==> config.mk <==
export PLATFORM = sky130hd
export DESIGN_NAME = dsc_debug_status_control
export DESIGN_NICKNAME = d
export VERILOG_FILES = /design/src/design/dsc_pkg.sv /design/src/design/dsc_debug_status_control.sv
export SDC_FILE = /design/constraint.sdc
export NUM_CORES = 1
export LEC_CHECK = 0
export BUFFER_PORTS_ARGS = -buffer_cell sky130_fd_sc_hd__clkbuf_2
export CORE_ASPECT_RATIO = 1.25
export CORE_UTILIZATION = 45
export DETAILED_ROUTE_END_ITERATION = 12
export PLACE_DENSITY = 0.83
export SLEW_MARGIN = 20
export SYNTH_ARGS = -nofsm -noshare
export SYNTH_HDL_FRONTEND = slang
export SYNTH_SLANG_ARGS = --single-unit
==> constraint.sdc <==
create_clock -name mclk -period 1.8 [get_ports mclk]
set_input_delay 0.36 -clock mclk [delete_from_list [all_inputs] [get_ports mclk]]
set_output_delay 0.36 -clock mclk [all_outputs]
set_load 0.005 [all_outputs]
==> src/design/dsc_pkg.sv <==
// dsc_pkg: constants for the debug status and control register block.
// assumes one processor clock domain; the version choice is a module parameter.
// Behaviour
// - external view is register 34, offset 0x088
// - internal coprocessor view and external port view
// - views differ only in permission, transfer flags; here both views read one common image
// - bits 30/29 show transfer registers full
// - bits 27/26 latched copies of full flags
// - bit 25 pipeline advance, bit 24 complete
// - bits 21:20 access mode, external write only
// - bit 19 discards imprecise aborts, resets 0
// - bits 18:16 reflect security state inputs
// - bit 15 monitor mode, internally writable
// - bits 14/13 halting and execute, external write
// - bit 12 user comms disable, internal write
// - bits 11/10 interrupt disable, force acknowledge
// - bit 9 no power down, reserved later
// - sticky bits 8:6, clear by version
// - bits 5:2 entry method, read-write, reset 0
// - older version: each bit written via one view, except bits 5:2 written via both
// - newer version: internal view fully read-only
// - bit 0 shows debug state
// - bit 1 low only while restarting
// - entry method codes per debug event
package dsc_pkg;
    localparam logic [11:0] DSC_OFFSET     = 12'h088;  // byte offset of the register
    localparam int          DSC_REG_NUM    = 34;       // register number in debug space
    localparam int          B_RX_FULL      = 30;
    localparam int          B_TX_FULL      = 29;
    localparam int          B_RX_LATCHED   = 27;
    localparam int          B_TX_LATCHED   = 26;
    localparam int          B_PIPE_ADV     = 25;
    localparam int          B_INSTR_CMPL   = 24;
    localparam int          B_ACC_MODE_LO  = 20;
    localparam int          B_IMP_DISCARD  = 19;
    localparam int          B_NONSECURE    = 18;
    localparam int          B_SNI_OFF      = 17;
    localparam int          B_SI_OFF       = 16;
    localparam int          B_MONITOR_EN   = 15;
    localparam int          B_HALTING_EN   = 14;
    localparam int          B_EXEC_EN      = 13;
    localparam int          B_COMMS_DIS    = 12;
    localparam int          B_INT_DIS      = 11;
    localparam int          B_FORCE_ACK    = 10;
    localparam int          B_NO_PWRDN     = 9;
    localparam int          B_STICKY_UNDEF = 8;
    localparam int          B_STICKY_IMP   = 7;
    localparam int          B_STICKY_PREC  = 6;
    localparam int          B_ENTRY_LO     = 2;
    localparam int          B_RESTARTED    = 1;
    localparam int          B_HALTED       = 0;
    localparam logic [1:0]  ACC_MODE_RST   = 2'h0;
    localparam logic [3:0]  ENTRY_RST      = 4'h0;
    localparam logic        RESTARTED_RST  = 1'b1;
    localparam logic        PIPE_ADV_RST   = 1'b0;  // unpredictable; zero chosen
    localparam logic        INSTR_CMPL_RST = 1'b1;  // unpredictable; one chosen
    // entry method codes
    localparam logic [3:0]  ENTRY_HALT_REQ = 4'h0;
    localparam logic [3:0]  ENTRY_BREAKPT  = 4'h1;
    localparam logic [3:0]  ENTRY_BKPT_INS = 4'h3;
    localparam logic [3:0]  ENTRY_EXT_REQ  = 4'h4;
    localparam logic [3:0]  ENTRY_VEC_CTCH = 4'h5;
    // debug event kinds presented on the entry input
    typedef enum logic [4:0] {
        DSC_EV_HALT_REQ = 5'h01,
        DSC_EV_BREAKPT  = 5'h02,
        DSC_EV_BKPT_INS = 5'h04,
        DSC_EV_EXT_REQ  = 5'h08,
        DSC_EV_VEC_CTCH = 5'h10
    } dsc_event_t;
endpackage : dsc_pkg

==> src/design/dsc_debug_status_control.sv <==
// dsc_debug_status_control: the debug status and control register, two views.
// assumes all status and event inputs come from logic on mclk (no synchronisers);
// the external view is a simple select/write port, the internal one a coprocessor port.
`timescale 1ns/10ps
module dsc_debug_status_control #(
    parameter bit VERSION7   = 1'b1,  // 1: newer debug version, 0: older version
    parameter bit DISCARD_RW = 1'b1   // bit 19 writable (1) or read-only (0)
) (
    input  wire logic              mclk,             // processor clock, 200 MHz
    input  wire logic              rst_n,            // debug reset, async, active low
    input  wire logic              ext_sel,          // external port access strobe
    input  wire logic              ext_write,        // 1 write, 0 read
    input  wire logic [11:0]       ext_addr,         // byte address in debug space
    input  wire logic [31:0]       ext_wdata,        // external write data
    output logic [31:0]            ext_rdata,        // external read data
    output logic                   ext_rvalid,       // read data valid pulse
    input  wire logic              int_read,         // coprocessor read strobe
    input  wire logic              int_write,        // coprocessor write strobe
    input  wire logic [31:0]       int_wdata,        // coprocessor write data
    output logic [31:0]            int_rdata,        // coprocessor read data
    output logic                   int_rvalid,       // coprocessor read valid pulse
    input  wire logic              rx_transfer_full, // receive transfer reg holds data
    input  wire logic              tx_transfer_full, // transmit transfer reg holds data
    input  wire logic              pipe_advance,     // pipeline advanced pulse
    input  wire logic              instr_complete,   // last instruction completed level
    input  wire logic              nonsecure_state,  // current world is non-secure
    input  wire logic              secure_noninvasive_debug_off, // status level
    input  wire logic              secure_invasive_debug_off,    // status level
    input  wire logic              undef_event,      // undefined instr in debug state
    input  wire logic              imp_abort_event,  // imprecise abort in debug state
    input  wire logic              prec_abort_event, // precise abort in debug state
    input  wire logic              run_ctrl_clear,   // run-control sticky clear pulse
    input  wire logic              core_halted,      // processor is in debug state
    input  wire logic              entry_valid,      // debug entry pulse
    input  wire dsc_pkg::dsc_event_t entry_event,    // kind of debug event
    input  wire logic              exit_request,     // request to leave debug state
    input  wire logic              core_restarted,   // normal execution restarted
    output logic                   monitor_en,       // monitor debug-mode enabled
    output logic                   halting_en,       // halting debug-mode enabled
    output logic                   exec_en,          // execute debugger instructions
    output logic                   comms_user_dis,   // user access to comms disabled
    output logic                   interrupt_disable,        // interrupts masked
    output logic                   force_debug_acknowledge,  // force ack output
    output logic                   no_power_down_request,    // older version only
    output logic                   imp_discard,      // discard imprecise aborts
    output logic [1:0]             access_mode       // external transfer access mode
);
    import dsc_pkg::*;

    logic [31:0] image;
    logic        ext_hit;
    logic        ext_rd;
    logic        ext_wr;
    logic        int_wr;
    logic [3:0]  entry_code;
    logic        rx_latched_reg;
    logic        tx_latched_reg;
    logic        pipe_adv_reg;
    logic        instr_cmpl_reg;
    logic        sticky_undef_reg;
    logic        sticky_imp_reg;
    logic        sticky_prec_reg;
    logic [3:0]  entry_reg;
    logic        restarted_reg;
    logic        clr_sticky;

    // map a debug event kind onto its entry method code
    function automatic logic [3:0] entry_of(input dsc_event_t ev);
        case (ev)
            DSC_EV_HALT_REQ: entry_of = ENTRY_HALT_REQ;
            DSC_EV_BREAKPT:  entry_of = ENTRY_BREAKPT;
            DSC_EV_BKPT_INS: entry_of = ENTRY_BKPT_INS;
            DSC_EV_EXT_REQ:  entry_of = ENTRY_EXT_REQ;
            DSC_EV_VEC_CTCH: entry_of = ENTRY_VEC_CTCH;
            default:         entry_of = ENTRY_HALT_REQ;
        endcase
    endfunction : entry_of

    // access decode; only offset 0x088 answers, others read zero and ignore writes
    assign ext_hit    = (ext_addr == DSC_OFFSET);
    assign ext_rd     = ext_sel && !ext_write && ext_hit;
    assign ext_wr     = ext_sel && ext_write && ext_hit;
    assign int_wr     = int_write && !VERSION7;
    assign entry_code = entry_of(entry_event);
    // older version clears sticky flags by an external read, newer by run control
    assign clr_sticky = VERSION7 ? run_ctrl_clear : ext_rd;

    // assemble the common image; reserved bits stay zero
    always_comb
    begin
        image                   = 32'h0000_0000;
        image[B_RX_FULL]        = rx_transfer_full;
        image[B_TX_FULL]        = tx_transfer_full;
        image[B_RX_LATCHED]     = VERSION7 && rx_latched_reg;
        image[B_TX_LATCHED]     = VERSION7 && tx_latched_reg;
        image[B_PIPE_ADV]       = VERSION7 && pipe_adv_reg;
        image[B_INSTR_CMPL]     = VERSION7 && instr_cmpl_reg;
        image[B_ACC_MODE_LO+:2] = access_mode;
        image[B_IMP_DISCARD]    = imp_discard;
        image[B_NONSECURE]      = nonsecure_state;
        image[B_SNI_OFF]        = secure_noninvasive_debug_off;
        image[B_SI_OFF]         = secure_invasive_debug_off;
        image[B_MONITOR_EN]     = monitor_en;
        image[B_HALTING_EN]     = halting_en;
        image[B_EXEC_EN]        = exec_en;
        image[B_COMMS_DIS]      = comms_user_dis;
        image[B_INT_DIS]        = interrupt_disable;
        image[B_FORCE_ACK]      = force_debug_acknowledge;
        image[B_NO_PWRDN]       = no_power_down_request;
        image[B_STICKY_UNDEF]   = sticky_undef_reg;
        image[B_STICKY_IMP]     = sticky_imp_reg;
        image[B_STICKY_PREC]    = sticky_prec_reg;
        image[B_ENTRY_LO+:4]    = entry_reg;
        image[B_RESTARTED]      = restarted_reg;
        image[B_HALTED]         = core_halted;
    end

    // both views return the same image one cycle after the strobe
    always_ff @(posedge mclk or negedge rst_n)
    begin
        if (!rst_n)
        begin
            ext_rdata  <= 32'h0000_0000;
            ext_rvalid <= 1'b0;
            int_rdata  <= 32'h0000_0000;
            int_rvalid <= 1'b0;
        end
        else
        begin
            ext_rvalid <= ext_sel && !ext_write;
            ext_rdata  <= ext_rd ? image : 32'h0000_0000;
            int_rvalid <= int_read;
            int_rdata  <= int_read ? image : 32'h0000_0000;
        end
    end

    // latched copies: only an external read refreshes them, so the debugger
    // sees what the flags were at its last read, not at a coprocessor read
    always_ff @(posedge mclk or negedge rst_n)
    begin
        if (!rst_n)
        begin
            rx_latched_reg <= 1'b0;
            tx_latched_reg <= 1'b0;
            instr_cmpl_reg <= INSTR_CMPL_RST;
        end
        else if (ext_rd)
        begin
            rx_latched_reg <= rx_transfer_full;
            tx_latched_reg <= tx_transfer_full;
            instr_cmpl_reg <= instr_complete;
        end
    end

    // sticky pipeline advance, cleared by run_ctrl_clear in both versions, not by clr_sticky
    always_ff @(posedge mclk or negedge rst_n)
    begin
        if (!rst_n)
            pipe_adv_reg <= PIPE_ADV_RST;
        else if (pipe_advance)
            pipe_adv_reg <= 1'b1;
        else if (run_ctrl_clear)
            pipe_adv_reg <= 1'b0;
    end

    // sticky abort and undefined flags; a set in the clear cycle wins
    always_ff @(posedge mclk or negedge rst_n)
    begin
        if (!rst_n)
        begin
            sticky_undef_reg <= 1'b0;
            sticky_imp_reg   <= 1'b0;
            sticky_prec_reg  <= 1'b0;
        end
        else
        begin
            sticky_undef_reg <= undef_event || (sticky_undef_reg && !clr_sticky);
            sticky_imp_reg   <= imp_abort_event || (sticky_imp_reg && !clr_sticky);
            sticky_prec_reg  <= prec_abort_event || (sticky_prec_reg && !clr_sticky);
        end
    end

    // control bits written through the external view
    always_ff @(posedge mclk or negedge rst_n)
    begin
        if (!rst_n)
        begin
            halting_en              <= 1'b0;
            exec_en                 <= 1'b0;
            interrupt_disable       <= 1'b0;
            force_debug_acknowledge <= 1'b0;
            no_power_down_request   <= 1'b0;
            access_mode             <= ACC_MODE_RST;
            imp_discard             <= 1'b0;
        end
        else if (ext_wr)
        begin
            halting_en              <= ext_wdata[B_HALTING_EN];
            exec_en                 <= ext_wdata[B_EXEC_EN];
            interrupt_disable       <= ext_wdata[B_INT_DIS];
            force_debug_acknowledge <= ext_wdata[B_FORCE_ACK];
            // newer version keeps bit 9 reserved, so it never sets
            no_power_down_request   <= !VERSION7 && ext_wdata[B_NO_PWRDN];
            access_mode             <= VERSION7 ? ext_wdata[B_ACC_MODE_LO+:2]
                                                : ACC_MODE_RST;
            if (DISCARD_RW)
                imp_discard <= ext_wdata[B_IMP_DISCARD];
        end
    end

    // internal-view bits: older version writes them by coprocessor only,
    // newer version has a read-only internal view so the external one takes over
    always_ff @(posedge mclk or negedge rst_n)
    begin
        if (!rst_n)
        begin
            monitor_en     <= 1'b0;
            comms_user_dis <= 1'b0;
        end
        else if (int_wr)
        begin
            monitor_en     <= int_wdata[B_MONITOR_EN];
            comms_user_dis <= int_wdata[B_COMMS_DIS];
        end
        else if (VERSION7 && ext_wr)
        begin
            monitor_en     <= ext_wdata[B_MONITOR_EN];
            comms_user_dis <= ext_wdata[B_COMMS_DIS];
        end
    end

    // entry method: hardware load on debug entry outranks a software write
    always_ff @(posedge mclk or negedge rst_n)
    begin
        if (!rst_n)
            entry_reg <= ENTRY_RST;
        else if (entry_valid)
            entry_reg <= entry_code;
        else if (ext_wr)
            entry_reg <= ext_wdata[B_ENTRY_LO+:4];
        else if (int_wr)
            entry_reg <= int_wdata[B_ENTRY_LO+:4];
    end

    // restarted flag: low only from exit request until execution restarts
    always_ff @(posedge mclk or negedge rst_n)
    begin
        if (!rst_n)
            restarted_reg <= RESTARTED_RST;
        else if (core_restarted)
            restarted_reg <= 1'b1;
        else if (exit_request)
            restarted_reg <= 1'b0;
    end
endmodule : dsc_debug_status_control

==> flow_summary.toml, run 1 <==
[floorplanning]
start_util_pct = 47.6
core_um2 = 5930
rows = 31
die_y_um = 90.6
ioPinCount = 178
die_x_um = 72.9
dieArea_um2 = 6600

[sta]
fmax_mhz = 729
clock_skew_ns = 0.00906
finalCritPeriodShare_pct = 76.2
rsz0062_at_grt = "false"
fin_setup_tns_ns = 0
finalSetupViolations = 0
whs_ns = 0.185
slew_violations = 0
final.min_clock_period_ns = 1.37
hold_viol = 0

[clock_network]
ctsHtreeMaxLevel = 3
post_cts_buffers = 0
cts_tree = "built"
clk_latency_ns = 0.34
clock-sinks = 77
cts_buffers = 9
path_clk_slew_ns = 0.08
cts_max_path_buffers = 2
ctsHoldBuffers = 1
root_buffer = "clkbuf_8"
cts_resized = 0

[critical_path]
path_cells = "clkbuf_2 -> nor4b_4 -> buf_4 -> nand4_4 -> mux2_4"
crit_required_ns = 2.02
r2r-start = "access_mode[0]"
worstSetupStartpoint = "ext_addr[1]"
cp_max_fo = 14
critical_path_arrival_ns = 1.59
slowest_delay_ns = 0.41
cp_top_family = "simple AND/OR/NAND/NOR gates"
end_kind = "flip-flop"
start_kind = "primary input"
path_class = "in -> reg"
cp_num_buf_inv = 2
critPathSlowestCell = "mux2_4"

[placed_design]
post_dp_cell_area_um2 = 3460
port_buffers = 114
place_congestion = 0.722
hpwl_um = 3850

[logic_synthesis]
synthArstFlopShare_pct = 100
synth_ff_type = "dfrtp_1"
yosys_warnings = 0
syn_inst = 193
yosysTopAreaCell = "dfrtp_1"
yosysUniqueCellTypes = 29
netlist_area_um2 = 2830
post-synth-top-count-cell = "dfrtp_1"
ys_seq_elements = 77
avgSynthCellArea_um2 = 14.6
synth-seq-area-share_pct = 68.3
synth_top_area_share_pct = 66.4
synth_common_cells = "dfrtp_1 (75), and2_1 (55), buf_4 (11), mux2_2 (7)"
synth_area_leaders = "dfrtp_1 (66%), and2_1 (12%), buf_4 (2.9%)"
synth_edf_count = 0

[worst_hold_path]
worstHoldStart = "ext_write"
min_path_type = "in -> reg"

[global_routing]
antenna_found_initial = 0
grt_pass1_vias = 1749
grt_max_degree = 50
overflow = 0
grt_pass1_wl_um = 8380
grt_util_all_layers_pct = 17.3

[layout]
area.growth.synth_to_final_pct = 30.1
regArea_um2 = 1930
drive_gt1_share_pct = 47.7
fin_nets = 418
design_area_um2 = 3680
diodes = 0
multi_input_area_um2 = 805
fillCellCount = 486

[routing]
drtIter0Drc = 65
drc = 0
vias_per_cell = 4.47
drt_first_pass_iters = 4
num_vias = 1802
wl_per_cell_um = 12.8
ant_nets = 0
finalWirelength_um = 5160

[pwr]
vdd_drop_max_mv = 0.724
p_per_area_nw_per_um2 = 890
p_leak_nw = 2.09

[job]
max_cap_viol_count = 0

[outcome]
status = "finished, final reports clean"
-- cells by family (layout without fill, tap and decap cells) --
kind of cell / count (synthesis) / in the layout / share of synthesized area (%)
and+or+nand+nor: 68 / 68 / 17.2
AOI/OAI and AO/OA: 11 / 11 / 2.66
muxes: 15 / 15 / 6.51
xor gates and xnor gates: 2 / 2 / 0.620
DFF: 77 / 77 / 68.3
other: 1 / 11 / 0.133
buffers and inverters: 19 / 137 / 4.60
-- worst paths after layout --
kind / endpoint / slack (ns) / cells after the start
max: exec_en / 0.43 / 5
min: ext_rvalid / 0.19 / 2
max reg2reg: access_mode[0] / 1.00 / 1
min reg2reg: pipe_adv_reg / 0.49 / 1
max in group asynchronous: ext_rdata[11] / 0.75 / 3
min in group asynchronous: int_rdata[27] / 0.48 / 2
-- report_power, final --
group	internal, W	switching [W]	total [W]	leakage [nW]
registers	0.00176	0.0000127	0.00177	1.04
logic	0.0000849	0.0000985	0.000183	0.947
clock network	0.000688	0.000628	0.00132	0.103
-- routing by layer --
metal / GRT usage [%] / up-vias / wire length, µm
met2: 29.7 / 88 / 2720
li1: - / 848 / -
met4: 6.37 / 0 / 76
met5: 0 / - / 0
met1: 19.8 / 859 / 2030
met3: 5.47 / 7 / 337
-- layout by cell type (no fill, tap or decap) --
cell	n
nor4b_4	2
o21ai_0	1
inv_6	2
mux2_4	5
nor2_1	3
nor3b_1	1
o211ai_1	1
nand2_1	1
nor4_4	1
o21bai_1	1
clkinv_4	1
conb_1	11
nand3_1	1
dfrtp_1	75
clkinv_2	1
mux2_2	7
inv_1	2
nand4_4	1
a21o_1	5
xor2_1	2
and4_2	1
clkbuf_2	113
clkinvlp_4	1
buf_12	1
nor2b_1	1
clkbuf_8	10
buf_4	4
bufinv_16	1
mux2i_1	3
o21ai_1	2
and2_1	55
dlygate4sd3_1	1
a22oi_1	1
dfstp_2	2
nor4b_1	1
-- through the flow --
step / instances / power [W] / worst slack (ns) / utilization [%]
floorplan: 203 / 0.00187 / 0.280 / -
global placement: 386 / 0.00198 / 0.115 / 58.3
detailed placement: 386 / 0.00199 / 0.0848 / 58.3
CTS: 403 / 0.00331 / 0.450 / 61.9
global route: 403 / 0.00341 / 0.372 / 61.9
finish: 403 / 0.00327 / 0.429 / 61.9
-- layout make-up --
class / instances / area share, %
clock inverter: 6 / 1.87
tap: 82 / 2.79
inverter: 2 / 0.204
clock buffer: 10 / 3.74
sequential: 77 / 52.5
timing repair buffer: 119 / 17.0
multi-input combinational: 107 / 21.9
Note: power is estimated with default switching activity, not from simulation.
==> inputs of run 2 (changes only) <==
- CORE_UTILIZATION: 45 -> 38
- PLACE_DENSITY: 0.83 -> 0.75
- clock period: 1.8 -> 1.15 ns (I/O delays scaled with it)
==> flow_summary.toml, run 2 (synthesis gave the netlist of run 1 again) <==
[sta]
fmax_mhz = 881
clock_skew_ns = 0.00657
finalCritPeriodShare_pct = 98.7
final.min_clock_period_ns = 1.13
rsz0062_at_grt = "true"
fin_setup_tns_ns = 0
finalSetupViolations = 0
hold_viol = 0
slew_violations = 0

[clock_network]
clk_latency_ns = 0.34
cts_tree = "built"
clock-sinks = 77
ctsHtreeMaxLevel = 3
cts_buffers = 9
cts_max_path_buffers = 2
root_buffer = "clkbuf_8"
path_clk_slew_ns = 0.08

[layout]
fillCellCount = 624
mostFrequentLayoutCells = "clkbuf_2 (112), dfrtp_1 (75), and2_1 (55)"
drive_gt1_share_pct = 49.7
layoutNonFillerInstCount = 424
area.growth.synth_to_final_pct = 37.1
diodes = 0
fin_nets = 431
layout_commonest_cell = "clkbuf_2"

[critical_path]
cp_max_fo = 6
cp_top_family = "simple AND/OR/NAND/NOR gates"
cp_num_buf_inv = 1
end_kind = "flip-flop"
slowest_delay_ns = 0.36
path_cells = "clkbuf_2 -> nor4b_4 -> and4_4 -> mux2_4"
path_class = "in -> reg"
critPathSlowestCell = "nor4b_4"
start_kind = "primary input"
crit_required_ns = 1.38
critical_path_arrival_ns = 1.36

[routing]
drc = 0
drtIter0Drc = 69
ant_nets = 0
num_vias = 1849
finalWirelength_um = 5480
drt_first_pass_iters = 4
wl_per_cell_um = 12.9
vias_per_cell = 4.36

[floorplanning]
core_um2 = 7060
rows = 34
start_util_pct = 40.0
die_y_um = 98.4
dieArea_um2 = 7790
die_x_um = 79.1
ioPinCount = 178

[pwr]
p_sw_w = 0.00117
clkPwrFrac_pct = 44.3
switching_share_pct = 21.2
p_leak_nw = 2.18
p_comb_share_pct = 5.5
internal-power_w = 0.00435
vdd_drop_max_mv = 0.754
p_seq_share_pct = 50.2
p_per_area_nw_per_um2 = 1430
power_w = 0.00552

[placed_design]
place_congestion = 0.732
hpwl_um = 3800
post-place-cells = 396
port_buffers = 114

[global_routing]
grt_util_all_layers_pct = 14.7
antenna_found_initial = 0
grt_max_degree = 34
grt_pass1_vias = 1746
overflow = 0
grt_pass1_wl_um = 8310

[outcome]
status = "finished, final reports clean"

[job]
max_cap_viol_count = 0

[worst_hold_path]
min_path_type = "in -> reg"
-- run 2: layer usage --
layer | wire length [µm] | track usage (%)
met3 | 434 | 5.56
met5 | 0 | 0
met4 | 82 | 6.71
met2 | 2720 | 24.1
met1 | 2240 | 17.0
-- run 2: final timing paths --
kind,depth (start not counted),slack [ns],endpoint,from
max,4,0.02,tx_latched_reg,ext_addr[1]
min,2,0.06,sticky_imp_reg,imp_abort_event
max reg2reg,3,0.14,halting_en,halting_en
min reg2reg,1,0.49,sticky_undef_reg,sticky_undef_reg
max in group asynchronous,3,0.38,force_debug_acknowledge,rst_n
min in group asynchronous,2,0.32,int_rdata[27],rst_n
-- run 2: power by group through the flow --
stage / Clock, W / Combinational [W] / Sequential, W
2_1_floorplan: 0 / 0.000103 / 0.00283
3_3_place_gp: 0 / 0.000293 / 0.00283
3_5_place_dp: 0 / 0.000300 / 0.00283
4_1_cts: 0.00250 / 0.000304 / 0.00277
5_1_grt: 0.00265 / 0.000345 / 0.00278
6_report: 0.00244 / 0.000304 / 0.00277
-- run 2: repair_timing --
item,4_1_cts,5_1_grt
setup buffers,1,9
gates cloned,0,1
pin swaps,0,4
hold endpoints to repair,17,0
resized for setup,0,4
hold buffers,1,0
setup endpoints to repair,1,24
-- run 2: cell type report --
| type | count | area [µm²] | share of cell area (%) |
|---|---|---|---|
| Inverter | 2 | 7.51 | 0.194 |
| Timing Repair Buffer | 131 | 751 | 19.4 |
| Sequential cell | 77 | 1930 | 49.8 |
| Clock inverter | 7 | 123 | 3.17 |
| Clock buffer | 9 | 124 | 3.20 |
| Tap cell | 90 | 113 | 2.91 |
| Multi-Input combinational cell | 108 | 827 | 21.4 |
-- run 2: through the flow --
step / setup slack [ns] / hold WS, ns / util, % / instance area [µm²]
finish: 0.0150 / 0.0622 / 54.9 / 3870
global route: -0.0377 / 0.0385 / 54.9 / 3870
CTS: 0.00948 / 0.0451 / 53.6 / 3780
detailed placement: -0.351 / 0.136 / 49.8 / 3520
global placement: -0.314 / 0.134 / 49.8 / 3520
floorplan: -0.201 / -0.0656 / - / 2870
